### src/include/hpp_pkg.sv
package hpp_pkg;
    localparam int DATA_W = 8;
    localparam int FIFO_DEPTH = 8;
    localparam int SAMPLE_W = 32;
    // Direct register addresses
    localparam logic [1:0] ADDR_INDEX = 2'h0;
    localparam logic [1:0] ADDR_IDATA = 2'h1;
    localparam logic [1:0] ADDR_STATUS = 2'h2;
    localparam logic [1:0] ADDR_PIO_DATA = 2'h3;
    // Indirect register indices
    localparam logic [3:0] IDX_FORMAT = 4'h8;
    localparam logic [3:0] IDX_IFCFG = 4'h9;
    localparam int NUM_INDIRECT = 16;
    localparam int IDX_W = 4;
    // Format register fields
    localparam int FMT_STEREO_BIT = 4;
    localparam int FMT_LSB = 5;
    localparam int FMT_MSB = 6;
    localparam logic [1:0] FMT_LIN8 = 2'h0;
    localparam logic [1:0] FMT_ULAW = 2'h1;
    localparam logic [1:0] FMT_LIN16 = 2'h2;
    localparam logic [1:0] FMT_ALAW = 2'h3;
    // Interface configuration fields
    localparam int CFG_PEN_BIT = 0;
    localparam int CFG_CEN_BIT = 1;
    localparam int CFG_SDC_BIT = 2;
    localparam logic [7:0] REG_RESET = 8'h00;
    localparam logic [2:0] BYTES_ONE = 3'h1;
    localparam logic [2:0] BYTES_MAX = 3'h4;
    localparam logic [2:0] BYTE_ZERO = 3'h0;
    localparam logic [2:0] BYTE_STEP = 3'h1;
    localparam logic [4:0] SHIFT_BYTE = 5'h08;
    // Sample period in system clocks, kept small and fixed
    localparam int SAMPLE_PERIOD = 4166;
    localparam logic [12:0] SAMPLE_CNT_MAX = 13'(SAMPLE_PERIOD - 1);
    localparam logic [12:0] SAMPLE_CNT_ZERO = 13'h0000;
    typedef enum logic [1:0] {DMA_IDLE = 2'b00, DMA_PLAY = 2'b01, DMA_CAP = 2'b10} dma_state_t;
endpackage

### src/include/hpp_stream_if.sv
interface hpp_stream_if;
    logic valid;
    logic ready;
    logic [31:0] data;
    modport src(output valid, output data, input ready);
    modport snk(input valid, input data, output ready);
endinterface

### src/hw/hpp_host_port.sv
module hpp_host_port (
    // Clock and reset
    input wire logic sys_clk,
    input wire logic rst_n,
    // Host bus
    input wire logic chip_select_n,
    input wire logic rd_n,
    input wire logic wr_n,
    input wire logic [1:0] addr,
    input wire logic [7:0] data_in,
    output logic [7:0] data_out,
    output logic data_oe,
    // DMA handshake
    output logic playback_dma_request,
    output logic capture_dma_request,
    input wire logic playback_dma_ack_n,
    input wire logic capture_dma_ack_n,
    // Converter side, one word per sample clock
    input wire logic sample_tick,
    input wire logic [31:0] capture_sample,
    output logic [31:0] playback_sample
);
    logic [7:0] index_reg, next_index_reg;
    logic [7:0] ind_regs [hpp_pkg::NUM_INDIRECT];
    logic [7:0] next_ind_val;
    logic rd_q, wr_q, next_rd_q, next_wr_q;
    logic [7:0] data_q, next_data_q;
    logic [1:0] addr_q, next_addr_q;
    logic [7:0] wr_data_q;
    logic wr_dma_q, next_wr_dma_q;
    logic wr_reg_q, next_wr_reg_q;
    logic rd_drive_q, next_rd_drive_q;
    logic rd_fall, wr_rise, wr_fall;
    logic playback_dma_ack, capture_dma_ack, dma_cycle, reg_cycle;
    logic single_mode, pen, cen, stereo;
    logic [1:0] fmt;
    logic [2:0] bytes_per_sample;
    hpp_pkg::dma_state_t state, next_state;
    logic [31:0] play_hold, next_play_hold;
    logic [31:0] cap_word, next_cap_word;
    logic cap_pending, next_cap_pending;
    logic [31:0] asm_sample;
    logic asm_done;
    logic [2:0] asm_index;
    logic play_byte;
    logic cap_req, play_req, final_fall, play_last;

    assign playback_dma_ack = !playback_dma_ack_n;
    // Capture acknowledge is ignored in single-channel mode; playback acknowledge still counts
    assign capture_dma_ack = !capture_dma_ack_n && !single_mode;
    assign dma_cycle = playback_dma_ack || capture_dma_ack;
    assign reg_cycle = !chip_select_n && !dma_cycle;
    assign rd_fall = !rd_n && rd_q;
    assign wr_rise = wr_n && !wr_q;
    assign wr_fall = !wr_n && wr_q;

    assign single_mode = ind_regs[hpp_pkg::IDX_IFCFG][hpp_pkg::CFG_SDC_BIT];
    assign pen = ind_regs[hpp_pkg::IDX_IFCFG][hpp_pkg::CFG_PEN_BIT];
    assign cen = ind_regs[hpp_pkg::IDX_IFCFG][hpp_pkg::CFG_CEN_BIT];
    assign fmt = ind_regs[hpp_pkg::IDX_FORMAT][hpp_pkg::FMT_MSB:hpp_pkg::FMT_LSB];
    assign stereo = ind_regs[hpp_pkg::IDX_FORMAT][hpp_pkg::FMT_STEREO_BIT];
    // 8-bit linear and both companded modes move one byte per channel
    assign bytes_per_sample = (hpp_pkg::BYTES_ONE << ((fmt == hpp_pkg::FMT_LIN16) ? 1 : 0)) << (stereo ? 1 : 0);

    // Playback path: byte assembly then FIFO, drained at the sample rate
    hpp_stream_if play_in();
    hpp_stream_if play_out();
    hpp_stream_if cap_in();
    hpp_stream_if cap_out();

    // Qualified at the fall, so the last byte still lands after the request drops
    assign play_byte = wr_rise && wr_dma_q;
    hpp_sample_asm u_asm (
        .sys_clk(sys_clk),
        .rst_n(rst_n),
        .byte_strobe(play_byte),
        .byte_in(wr_data_q),
        .bytes_per_sample(bytes_per_sample),
        .abort(1'b0),
        .sample(asm_sample),
        .sample_done(asm_done),
        .byte_index(asm_index)
    );
    assign play_in.valid = asm_done;
    assign play_in.data = (asm_index == hpp_pkg::BYTE_ZERO) ? {24'h00_0000, wr_data_q} :
        (asm_sample & ~(32'h0000_00ff << (asm_index * hpp_pkg::SHIFT_BYTE)))
        | (32'(wr_data_q) << (asm_index * hpp_pkg::SHIFT_BYTE));
    hpp_fifo #(.WIDTH(hpp_pkg::SAMPLE_W), .DEPTH(hpp_pkg::FIFO_DEPTH)) u_play_fifo (
        .sys_clk(sys_clk),
        .rst_n(rst_n),
        .in_s(play_in),
        .out_s(play_out)
    );
    assign play_out.ready = sample_tick;

    // Capture path: converter words into FIFO, drained by DMA bytes
    assign cap_in.valid = sample_tick && cen;
    assign cap_in.data = capture_sample;
    hpp_fifo #(.WIDTH(hpp_pkg::SAMPLE_W), .DEPTH(hpp_pkg::FIFO_DEPTH)) u_cap_fifo (
        .sys_clk(sys_clk),
        .rst_n(rst_n),
        .in_s(cap_in),
        .out_s(cap_out)
    );
    // Word loaded only between samples, so a sample is never torn
    assign cap_out.ready = !cap_pending;

    logic [2:0] cap_idx, next_cap_idx;
    logic cap_byte, cap_last;
    assign cap_byte = (state == hpp_pkg::DMA_CAP) && rd_fall && dma_cycle;
    assign cap_last = (cap_idx + hpp_pkg::BYTE_STEP) == bytes_per_sample;

    always_comb begin
        next_rd_q = rd_n;
        next_wr_q = wr_n;
        next_index_reg = index_reg;
        next_data_q = data_q;
        next_play_hold = play_hold;
        next_cap_word = cap_word;
        next_cap_pending = cap_pending;
        next_cap_idx = cap_idx;
        next_ind_val = wr_data_q;
        // Underrun repeats the last good sample instead of a gap
        if (play_out.valid && play_out.ready) begin
            next_play_hold = play_out.data;
        end
        if (!cap_pending && cap_out.valid) begin
            next_cap_word = cap_out.data;
            next_cap_pending = 1'b1;
        end
        if (wr_rise && wr_reg_q && addr_q == hpp_pkg::ADDR_INDEX) begin
            next_index_reg = wr_data_q;
        end
        if (rd_fall && reg_cycle) begin
            unique case (addr)
                hpp_pkg::ADDR_INDEX: next_data_q = index_reg;
                hpp_pkg::ADDR_IDATA: next_data_q = ind_regs[index_reg[hpp_pkg::IDX_W-1:0]];
                hpp_pkg::ADDR_STATUS: next_data_q = {6'h00, cap_pending, play_out.valid};
                hpp_pkg::ADDR_PIO_DATA: next_data_q = cap_word[7:0];
            endcase
        end
        if (cap_byte) begin
            next_data_q = cap_word[cap_idx*hpp_pkg::SHIFT_BYTE +: 8];
            next_cap_idx = cap_last ? hpp_pkg::BYTE_ZERO : cap_idx + hpp_pkg::BYTE_STEP;
            if (cap_last) begin
                next_cap_pending = 1'b0;
            end
        end
    end

    // Write captured on the strobe's rising edge; qualifiers latched at its fall
    always_comb begin
        next_addr_q = addr_q;
        next_wr_dma_q = wr_dma_q;
        next_wr_reg_q = wr_reg_q;
        next_rd_drive_q = rd_drive_q;
        if (wr_fall) begin
            next_addr_q = addr;
            // A byte counts only if its request was up at the fall
            next_wr_dma_q = dma_cycle && (state == hpp_pkg::DMA_PLAY);
            next_wr_reg_q = reg_cycle;
        end
        if (rd_fall) begin
            // Bus owned only by cycles that return data
            next_rd_drive_q = reg_cycle || cap_byte;
        end
    end

    always_ff @(posedge sys_clk) begin
        if (!rst_n) begin
            addr_q <= hpp_pkg::ADDR_INDEX;
            wr_data_q <= hpp_pkg::REG_RESET;
            wr_dma_q <= 1'b0;
            wr_reg_q <= 1'b0;
            rd_drive_q <= 1'b0;
        end else begin
            addr_q <= next_addr_q;
            wr_data_q <= data_in;
            wr_dma_q <= next_wr_dma_q;
            wr_reg_q <= next_wr_reg_q;
            rd_drive_q <= next_rd_drive_q;
        end
    end

    for (genvar i = 0; i < hpp_pkg::NUM_INDIRECT; i++) begin : g_ind
        always_ff @(posedge sys_clk) begin
            if (!rst_n) begin
                ind_regs[i] <= hpp_pkg::REG_RESET;
            end else if (wr_rise && wr_reg_q && addr_q == hpp_pkg::ADDR_IDATA
                         && index_reg[hpp_pkg::IDX_W-1:0] == (hpp_pkg::IDX_W)'(i)) begin
                ind_regs[i] <= next_ind_val;
            end
        end
    end

    // Request state: playback wins when both enabled, in single or dual mode
    always_comb begin
        next_state = state;
        unique case (state)
            hpp_pkg::DMA_IDLE: begin
                // Wait for a write in flight to land, so the FIFO count is current
                if (pen && play_in.ready && wr_n && wr_q) begin
                    next_state = hpp_pkg::DMA_PLAY;
                end else if (cen && cap_pending) begin
                    next_state = hpp_pkg::DMA_CAP;
                end
            end
            hpp_pkg::DMA_PLAY: if (play_last) begin
                next_state = hpp_pkg::DMA_IDLE;
            end
            hpp_pkg::DMA_CAP: if (cap_byte && cap_last) begin
                next_state = hpp_pkg::DMA_IDLE;
            end
            default: next_state = hpp_pkg::DMA_IDLE;
        endcase
    end

    always_ff @(posedge sys_clk) begin
        if (!rst_n) begin
            state <= hpp_pkg::DMA_IDLE;
            rd_q <= 1'b1;
            wr_q <= 1'b1;
            index_reg <= hpp_pkg::REG_RESET;
            data_q <= hpp_pkg::REG_RESET;
            play_hold <= '0;
            cap_word <= '0;
            cap_pending <= 1'b0;
            cap_idx <= hpp_pkg::BYTE_ZERO;
        end else begin
            state <= next_state;
            rd_q <= next_rd_q;
            wr_q <= next_wr_q;
            index_reg <= next_index_reg;
            data_q <= next_data_q;
            play_hold <= next_play_hold;
            cap_word <= next_cap_word;
            cap_pending <= next_cap_pending;
            cap_idx <= next_cap_idx;
        end
    end

    assign play_last = (state == hpp_pkg::DMA_PLAY) && wr_fall && dma_cycle
        && (asm_index + hpp_pkg::BYTE_STEP == bytes_per_sample);
    assign final_fall = play_last || (cap_byte && cap_last);
    assign play_req = (state == hpp_pkg::DMA_PLAY) || (state == hpp_pkg::DMA_CAP && single_mode);
    assign cap_req = (state == hpp_pkg::DMA_CAP) && !single_mode;
    // Drop at once on the final falling strobe, not a cycle later
    assign playback_dma_request = play_req && !final_fall;
    assign capture_dma_request = cap_req && !final_fall;
    // No hold-off output exists; data driven only while read held
    assign data_out = data_q;
    assign data_oe = !rd_n && !rd_q && rd_drive_q;
    assign playback_sample = play_hold;

    property p_req_held;
        @(posedge sys_clk) disable iff (!rst_n)
            (state == hpp_pkg::DMA_PLAY && !play_last) |=> state == hpp_pkg::DMA_PLAY;
    endproperty
    a_req_held: assert property (p_req_held) else $error("playback request ended early");
    property p_cap_low_sdc;
        @(posedge sys_clk) disable iff (!rst_n) single_mode |-> !capture_dma_request;
    endproperty
    a_cap_low_sdc: assert property (p_cap_low_sdc) else $error("capture request in single mode");
    property p_drop_now;
        @(posedge sys_clk) disable iff (!rst_n)
            final_fall |-> (!playback_dma_request && !capture_dma_request) ##1 (state == hpp_pkg::DMA_IDLE);
    endproperty
    a_drop_now: assert property (p_drop_now) else $error("request not dropped on last strobe");
    property p_no_reg_in_dma;
        @(posedge sys_clk) disable iff (!rst_n) (wr_rise && !wr_reg_q) |=> $stable(index_reg);
    endproperty
    a_no_reg_in_dma: assert property (p_no_reg_in_dma) else $error("DMA write reached registers");
    property p_oe_read;
        @(posedge sys_clk) disable iff (!rst_n) data_oe |-> !rd_n;
    endproperty
    a_oe_read: assert property (p_oe_read) else $error("bus driven outside read");
    property p_index_write;
        @(posedge sys_clk) disable iff (!rst_n)
            (wr_rise && wr_reg_q && addr_q == hpp_pkg::ADDR_INDEX) |=> index_reg == $past(wr_data_q);
    endproperty
    a_index_write: assert property (p_index_write) else $error("index write lost");
    property p_hold_underrun;
        @(posedge sys_clk) disable iff (!rst_n) (sample_tick && !play_out.valid) |=> $stable(playback_sample);
    endproperty
    a_hold_underrun: assert property (p_hold_underrun) else $error("underrun changed output");
    property p_ack_is_dma;
        @(posedge sys_clk) disable iff (!rst_n) (rd_fall && dma_cycle && !cap_byte) |=> $stable(data_q);
    endproperty
    a_ack_is_dma: assert property (p_ack_is_dma) else $error("register cycle under acknowledge");
endmodule

### src/hw/hpp_fifo.sv
module hpp_fifo #(
    parameter int WIDTH = 32,
    parameter int DEPTH = 8
) (
    // Clock and reset
    input wire logic sys_clk,
    input wire logic rst_n,
    // Streams
    hpp_stream_if.snk in_s,
    hpp_stream_if.src out_s
);
    localparam int AW = $clog2(DEPTH);
    logic [WIDTH-1:0] mem [DEPTH];
    logic [AW-1:0] wr_ptr, rd_ptr, next_wr_ptr, next_rd_ptr;
    logic [AW:0] count, next_count;
    logic push, pop;
    assign in_s.ready = (count != (AW+1)'(DEPTH));
    assign out_s.valid = (count != '0);
    assign out_s.data = mem[rd_ptr];
    assign push = in_s.valid && in_s.ready;
    assign pop = out_s.valid && out_s.ready;
    always_comb begin
        next_wr_ptr = push ? AW'((wr_ptr + 1'b1) % DEPTH) : wr_ptr;
        next_rd_ptr = pop ? AW'((rd_ptr + 1'b1) % DEPTH) : rd_ptr;
        next_count = count + (AW+1)'(push) - (AW+1)'(pop);
    end
    always_ff @(posedge sys_clk) begin
        if (!rst_n) begin
            wr_ptr <= '0;
            rd_ptr <= '0;
            count <= '0;
        end else begin
            wr_ptr <= next_wr_ptr;
            rd_ptr <= next_rd_ptr;
            count <= next_count;
        end
        if (push) begin
            mem[wr_ptr] <= in_s.data;
        end
    end
    property p_no_overflow;
        @(posedge sys_clk) disable iff (!rst_n) count <= (AW+1)'(DEPTH);
    endproperty
    a_no_overflow: assert property (p_no_overflow) else $error("fifo count above depth");
endmodule

### src/hw/hpp_sample_asm.sv
module hpp_sample_asm (
    // Clock and reset
    input wire logic sys_clk,
    input wire logic rst_n,
    // Byte side
    input wire logic byte_strobe,
    input wire logic [7:0] byte_in,
    input wire logic [2:0] bytes_per_sample,
    input wire logic abort,
    // Assembled sample
    output logic [31:0] sample,
    output logic sample_done,
    output logic [2:0] byte_index
);
    logic [2:0] next_byte_index;
    logic [31:0] next_sample;
    logic last;
    assign last = (byte_index + hpp_pkg::BYTE_STEP) == bytes_per_sample;
    assign sample_done = byte_strobe && last;
    always_comb begin
        next_byte_index = byte_index;
        next_sample = sample;
        if (abort) begin
            next_byte_index = hpp_pkg::BYTE_ZERO;
        end else if (byte_strobe) begin
            // Low byte first, left word before right
            next_sample[byte_index*hpp_pkg::SHIFT_BYTE +: 8] = byte_in;
            next_byte_index = last ? hpp_pkg::BYTE_ZERO : byte_index + hpp_pkg::BYTE_STEP;
        end
    end
    always_ff @(posedge sys_clk) begin
        if (!rst_n) begin
            byte_index <= hpp_pkg::BYTE_ZERO;
            sample <= '0;
        end else begin
            byte_index <= next_byte_index;
            sample <= next_sample;
        end
    end
    property p_index_bound;
        @(posedge sys_clk) disable iff (!rst_n) byte_index < hpp_pkg::BYTES_MAX;
    endproperty
    a_index_bound: assert property (p_index_bound) else $error("byte index past sample size");
endmodule

### config.mk
export PLATFORM = sky130hd
export DESIGN_NAME = hpp_host_port
export DESIGN_NICKNAME = d
export VERILOG_FILES = /design/src/include/hpp_pkg.sv /design/src/include/hpp_stream_if.sv /design/src/hw/hpp_host_port.sv /design/src/hw/hpp_fifo.sv /design/src/hw/hpp_sample_asm.sv
export SDC_FILE = /design/constraint.sdc
export NUM_CORES = 1
export LEC_CHECK = 0
export BUFFER_PORTS_ARGS = -buffer_cell sky130_fd_sc_hd__buf_2
export CORE_MARGIN = 3
export CORE_UTILIZATION = 45
export DETAILED_ROUTE_END_ITERATION = 10
export HOLD_SLACK_MARGIN = 0.15
export PLACE_DENSITY_LB_ADDON = 0.12
export SYNTH_ARGS = -nofsm -noshare
export SYNTH_HDL_FRONTEND = slang
export SYNTH_SLANG_ARGS = --single-unit
### constraint.sdc
create_clock -name sys_clk -period 11.45 [get_ports sys_clk]
set_input_delay 0.5725 -clock sys_clk [delete_from_list [all_inputs] [get_ports sys_clk]]
set_output_delay 0.5725 -clock sys_clk [all_outputs]
set_load 0.01 [all_outputs]
==> results of run 1 <==
cells in the mapped netlist, drive strengths merged, types with 2 or more instances:
cell / instances / share of area
edfxtp: 640 / 0.59
dfxtp: 160 / 0.099
mux4: 153 / 0.11
nor2: 150 / 0.017
and2: 146 / 0.028
mux2i: 110 / 0.034
clkbuf: 74 / 0.0095
nand2: 73 / 0.0085
a211oi: 67 / 0.016
a21oi: 60 / 0.0093
buf: 48 / 0.0083
nand3: 42 / 0.0065
o21ai: 34 / 0.0054
inv: 32 / 0.0037
ha: 27 / 0.010
nor2b: 25 / 0.0048
a22oi: 13 / 0.0030
nor3: 13 / 0.0020
a31oi: 12 / 0.0023
nand2b: 12 / 0.0023
xnor2: 12 / 0.0033
nand4: 11 / 0.0021
mux2: 9 / 0.0031
a221oi: 7 / 0.0019
o221ai: 6 / 0.0016
nand4b: 5 / 0.0014
nor3b: 5 / 0.0013
xor2: 5 / 0.0014
a21o: 4 / 0.00093
nand3b: 4 / 0.00093
or3: 4 / 0.00077
a21boi: 3 / 0.00070
clkinv: 3 / 0.00035
nor4: 3 / 0.00058
or2: 3 / 0.00058
and3b: 2 / 0.00054
fa: 2 / 0.0012
or3b: 2 / 0.00062
how the worst max path moves through the flow:
| stage | end | slack [ns] | cells after the start |
|---|---|---|---|
| after floorplan | u_play_fifo.mem[0][0] | 6.20 | 7 |
| after global placement | u_play_fifo.mem[7][31] | 8.01 | 6 |
| after detailed placement | u_play_fifo.mem[7][23] | 7.92 | 6 |
| after CTS | capture_dma_request | 7.68 | 7 |
| after global routing | playback_dma_request | 7.40 | 7 |
| final | capture_dma_request | 7.68 | 7 |
through the flow:
step           hold WS [ns]  instance area (µm²)  power, mW
2_1_floorplan        0.4273                32340      4.272
3_3_place_gp         0.4344                33930      4.595
3_5_place_dp         0.4402                33930      4.618
4_1_cts              0.1513                36790      7.367
5_1_grt              0.1772                36790      7.597
6_report             0.1842                36800      7.266
cell families (layout without fill, tap and decap cells):
kind of cell,after synthesis,in the layout
other,0,3
adder cells (fa/ha/maj),29,29
AO/OA/AOI/OAI,216,216
multiplexers,272,272
AND/OR/NAND/NOR,507,507
flip-flops,800,800
XOR/XNOR,18,18
buffers and inverters,157,341
critical path, delay by kind of cell, from the launching register on:
family | cells | cell delay [ns]
fa+ha+maj | 1 | 0.47
flops | 1 | 0.54
simple gates | 3 | 0.86
xor+xnor | 1 | 0.17
buf+inv | 2 | 0.56
metal layers:
layer	track usage	routed length (µm)
met1	0.2781	32340
met4	0.05448	1434
met5	0	49
met2	0.3143	34520
met3	0.04218	4457
cells in the final DEF (no fill, tap or decap), drive strengths merged, types with 6 or more instances in the layout:
cell / n
clkinv: 36
clkbuf: 109
o21ai: 34
a211oi: 67
a221oi: 7
nor3: 13
dfxtp: 160
nand3: 42
buf: 145
ha: 27
nand4: 11
a22oi: 13
mux2i: 110
nand2b: 12
nor2b: 25
a21oi: 60
and2: 146
nand2: 73
a31oi: 12
o221ai: 6
bufinv: 8
xnor2: 12
mux2: 9
edfxtp: 640
inv: 35
mux4: 153
nor2: 150
where the power goes:
| part | internal (mW) | switching [mW] |
|---|---|---|
| Clock | 1.63 | 1.11 |
| Combinational | 0.532 | 0.556 |
| Sequential | 3.27 | 0.168 |
cell type report:
type                            instances  area, µm²  share of cell area
Multi-Input combinational cell       1042       9330              0.2535
Inverter                               35      133.9            0.003638
Clock inverter                         47      476.7             0.01295
Antenna cell                            3      7.507           0.0002040
Sequential cell                       800      22440              0.6096
Tap cell                              940       1176             0.03196
Clock buffer                          109       2332             0.06338
Timing Repair Buffer                  150      908.4             0.02468
repair_timing:
item,in CTS,in global routing
hold endpoints to repair,5,0
endpoints found under the setup margin,0,0
hold buffers,5,0
==> impl_metrics.json, run 1 <==
{
  "clock_skew_ns": 0.02212,
  "synthCells": 1999,
  "rsz0062_at_grt": "no",
  "min_from": "data_in[6]",
  "cts_setup_buffers": 0,
  "synth-warning-count": 0,
  "reg2reg_to": "u_play_fifo.mem[7][22]",
  "ys_ff_latch": 800,
  "cap_violations": 0,
  "cp.required_ns": 10.88,
  "relSlewSlack": 0.2184,
  "layout_setup_ws_ns": 7.676,
  "synthArstFlopShare": 0,
  "powerDensity_mw_per_mm2": 197.4,
  "timing_worst_setup_path_type": "flip-flop to primary output",
  "fillers": 5819,
  "end_kind": "primary output",
  "ff2ff_setup_slack_ns": 7.96,
  "vdd_drop_max_v": 0.0001163,
  "r2r_start": "u_asm.byte_index[0]",
  "grt_pass1_vias": 17872,
  "syn_to_final_growth_pct": 13.80,
  "ys_seq_area_frac": 0.6934,
  "core_mm2": 0.07064,
  "finalSetupViolations": 0,
  "setup.worst_path.start_class": "flip-flop",
  "die_w_um": 274.1,
  "fin_crit_ns": 3.774,
  "finalMaxSlewViolations": 0,
  "hold_path_depth": 2,
  "vias": 17335,
  "status": "complete, no violations",
  "synthMuxAreaShare": 0.1439,
  "drive_gt1_frac": 0.2162,
  "clock-root-buffer": "clkbuf_16",
  "drc": 0,
  "syn_nets": 2078,
  "grt_overflow": 0,
  "synth_xor_area_frac": 0.005301,
  "num_rows": 97,
  "cts.htree.levels": 3,
  "cellLeakagePower_nw": 12.11,
  "period_share": 0.3296,
  "reg2regPathDepth": 6,
  "max_freq_mhz": 264.9,
  "ys.flop_type": "edfxtp_1",
  "grt_pass1_wl_mm": 111.3,
  "cp_max_fo": 11,
  "cp_cell_sequence": "clkinv_1 -> ha_1 -> xnor2_1 -> nand3_1 -> nor2_1 -> nor4b_1 -> buf_2",
  "worstPathArrival_ns": 3.20,
  "die_area_mm2": 0.07511,
  "synth_top_family_by_area": "multiplexers",
  "cts.clk_slew.worst_paths_ns": 0.06,
  "place_congestion": 0.8045,
  "worstSkewPairLatency_ns": 0.62,
  "antenna_found_initial": 9,
  "crit_start": "u_asm.byte_index[0]",
  "die_h_um": 274.1,
  "antenna_left": 0,
  "cts_resized": 0,
  "synth_fa_ha_area_frac": 0.01169,
  "syn_area_mm2": 0.03234,
  "hpwl_mm": 43.57,
  "synth_edf_count": 640,
  "cts_sinks": 800,
  "port_buffers": 92,
  "wl_mm": 72.80,
  "tns_ns": 0,
  "wl_per_cell_um": 23.29,
  "syn-mean-instance-area_um2": 16.18,
  "synth_cell_types": 65,
  "crit_slowest_cell": "dfxtp_1",
  "cpPeakStageDelay_ns": 0.54,
  "place_inst": 2962,
  "dp_slack_ns": 7.919,
  "dr.pass1.iters": 5,
  "final_cells": 3126,
  "num-nets-final": 2192,
  "drt_iter0_drc": 1406,
  "hold_viol_final": 0,
  "cts_tree": "yes",
  "grt_usage": 0.1978,
  "final_core_util": 0.5210,
  "tightest_slew_ns": 1.160,
  "grt_max_degree": 84,
  "synthSimpleGateAreaFrac": 0.08063,
  "holdCritPathClass": "primary input to flip-flop",
  "num_io_pins": 93,
  "initial_core_util": 0.4578,
  "synth_compound_gate_area_share": 0.04326,
  "cts_buffer_depth": 3,
  "whs_endpoint": "next_ind_val[6]",
  "viasPerCell": 5.545,
  "cts_buffers": 84,
  "top_regs": "u_cap_fifo.mem (256), u_play_fifo.mem (256), ind_regs (128)"
}
No activity file was read; power rests on OpenSTA's default activity.
==> run 2: changes to the inputs <==
clock period = 3.2 ns   (was 11.45 ns; I/O delays follow)
==> impl_metrics.json, run 2 (synthesized netlist as in run 1, its figures left out) <==
{
  "status": "complete, no violations",
  "dr.pass1.iters": 5,
  "finalInstanceArea_mm2": 0.03788,
  "final_cell_mix": "edfxtp_1, mux4_2, dfxtp_1",
  "vdd_drop_max_v": 0.0004587,
  "timing_worst_setup_path_type": "flip-flop to primary output",
  "end_kind": "primary output",
  "r2r_start": "u_asm.byte_index[1]",
  "final_cells": 3201,
  "reg2reg_to": "u_play_fifo.mem[4][18]",
  "max_freq_mhz": 336.1,
  "finalMaxSlewViolations": 0,
  "reg2regPathDepth": 7,
  "cp_max_fo": 11,
  "cts_buffer_depth": 3,
  "antenna_left": 0,
  "drc": 0,
  "drive_gt1_frac": 0.2205,
  "place_congestion": 0.8298,
  "num_io_pins": 93,
  "powerDensity_mw_per_mm2": 702.5,
  "layout_setup_ws_ns": 0.2243,
  "initial_core_util": 0.4578,
  "viasPerCell": 5.536,
  "worstSkewPairLatency_ns": 0.63,
  "fin_hold_ws_ns": 0.2402,
  "cpPeakStageDelay_ns": 0.42,
  "crit_slowest_cell": "dfxtp_1",
  "finalSetupViolations": 0,
  "grt_overflow": 0,
  "final_common_cell": "edfxtp_1",
  "tns_ns": 0,
  "dp_slack_ns": 0.4203,
  "placed_cell_area_mm2": 0.03436,
  "cts_sinks": 800,
  "grt_pass1_wl_mm": 113.8,
  "worstPathArrival_ns": 2.82,
  "holdCritPathClass": "primary input to flip-flop",
  "relSlewSlack": 0.3807,
  "cts.clk_slew.worst_paths_ns": 0.06,
  "fillers": 5752,
  "ff2ff_setup_slack_ns": 0.50,
  "clock_skew_ns": 0.01751,
  "cp_cell_sequence": "inv_1 -> ha_1 -> xnor2_1 -> nand3_1 -> nor2_2 -> nor4b_1 -> buf_2",
  "grt_usage": 0.2022,
  "cts_tree": "yes",
  "crit_start": "u_asm.byte_index[1]",
  "syn_to_final_growth_pct": 17.13,
  "place_inst": 2982,
  "hold_viol_final": 0,
  "period_share": 0.9299,
  "fin_crit_ns": 2.976,
  "grt_max_degree": 85,
  "vias": 17722,
  "num_rows": 97,
  "die_h_um": 274.1,
  "cts_buffers": 86,
  "cts_setup_buffers": 0,
  "die_w_um": 274.1,
  "cp.required_ns": 3.04,
  "cap_violations": 0,
  "tightest_slew_ns": 0.9290,
  "core_mm2": 0.07064,
  "grt_pass1_vias": 17991,
  "totalPowerFinal_mw": 26.61,
  "die_area_mm2": 0.07511,
  "hpwl_mm": 45.29,
  "rsz0062_at_grt": "no",
  "top_regs": "u_cap_fifo.mem (256), u_play_fifo.mem (256), ind_regs (128)",
  "crit_path_end": "capture_dma_request",
  "cts.htree.levels": 3,
  "wl_per_cell_um": 23.20,
  "clock-root-buffer": "clkbuf_16",
  "cellLeakagePower_nw": 12.53,
  "drt_iter0_drc": 1297,
  "wl_mm": 74.26,
  "port_buffers": 92,
  "setup.worst_path.start_class": "flip-flop",
  "num-nets-final": 2264,
  "antenna_found_initial": 4,
  "final_core_util": 0.5362
}
run 2: how the worst min path moves through the flow:
stage                            from              endpoint  depth (start not counted)
CTS                 capture_dma_ack_n            cap_idx[1]                          5
floorplan           capture_sample[0]  u_cap_fifo.mem[0][0]                          0
detailed placement         data_in[4]       next_ind_val[4]                          2
finish              capture_dma_ack_n              state[1]                          5
global placement           data_in[4]       next_ind_val[4]                          2
global route        capture_dma_ack_n              state[1]                          5
run 2: layer usage:
metal	vias up	part of all wire	global-route usage
met2	437	0.47	0.3168
li1	8089	-	-
met1	9091	0.46	0.2951
met3	103	0.052	0.03334
met5	-	0.000094	0
met4	2	0.020	0.05532
run 2: critical path, delay by kind of cell, from the launching register on:
| family | cells | cell delay [ns] |
|---|---|---|
| xor+xnor | 1 | 0.17 |
| flops | 1 | 0.42 |
| simple gates | 3 | 0.81 |
| fa+ha+maj | 1 | 0.41 |
| buf+inv | 2 | 0.38 |
run 2: cell type report:
class,count,area [µm²],area share
Sequential cell,800,22440,0.5924
Multi-Input combinational cell,1042,9389,0.2479
Clock buffer,114,2357,0.06224
Timing Repair Buffer,220,1784,0.04711
Tap cell,940,1176,0.03105
Clock inverter,48,593.1,0.01566
Inverter,35,135.1,0.003568
Antenna cell,2,5.005,0.0001321
run 2: where the power goes:
| part | switching [mW] | total (mW) | internal (mW) | leakage [nW] |
|---|---|---|---|---|
| Clock | 4.04 | 10.2 | 6.19 | 1.45 |
| Sequential | 0.529 | 12.2 | 11.7 | 7.40 |
| Combinational | 2.10 | 4.13 | 2.04 | 3.68 |
| Total | 6.67 | 26.6 | 19.9 | 12.5 |
run 2: timing repair:
action / CTS / global route
hold buffers: 55 / 0
gates resized for setup: 0 / 3
endpoints found under the hold margin: 282 / 0
setup endpoints to repair: 0 / 2
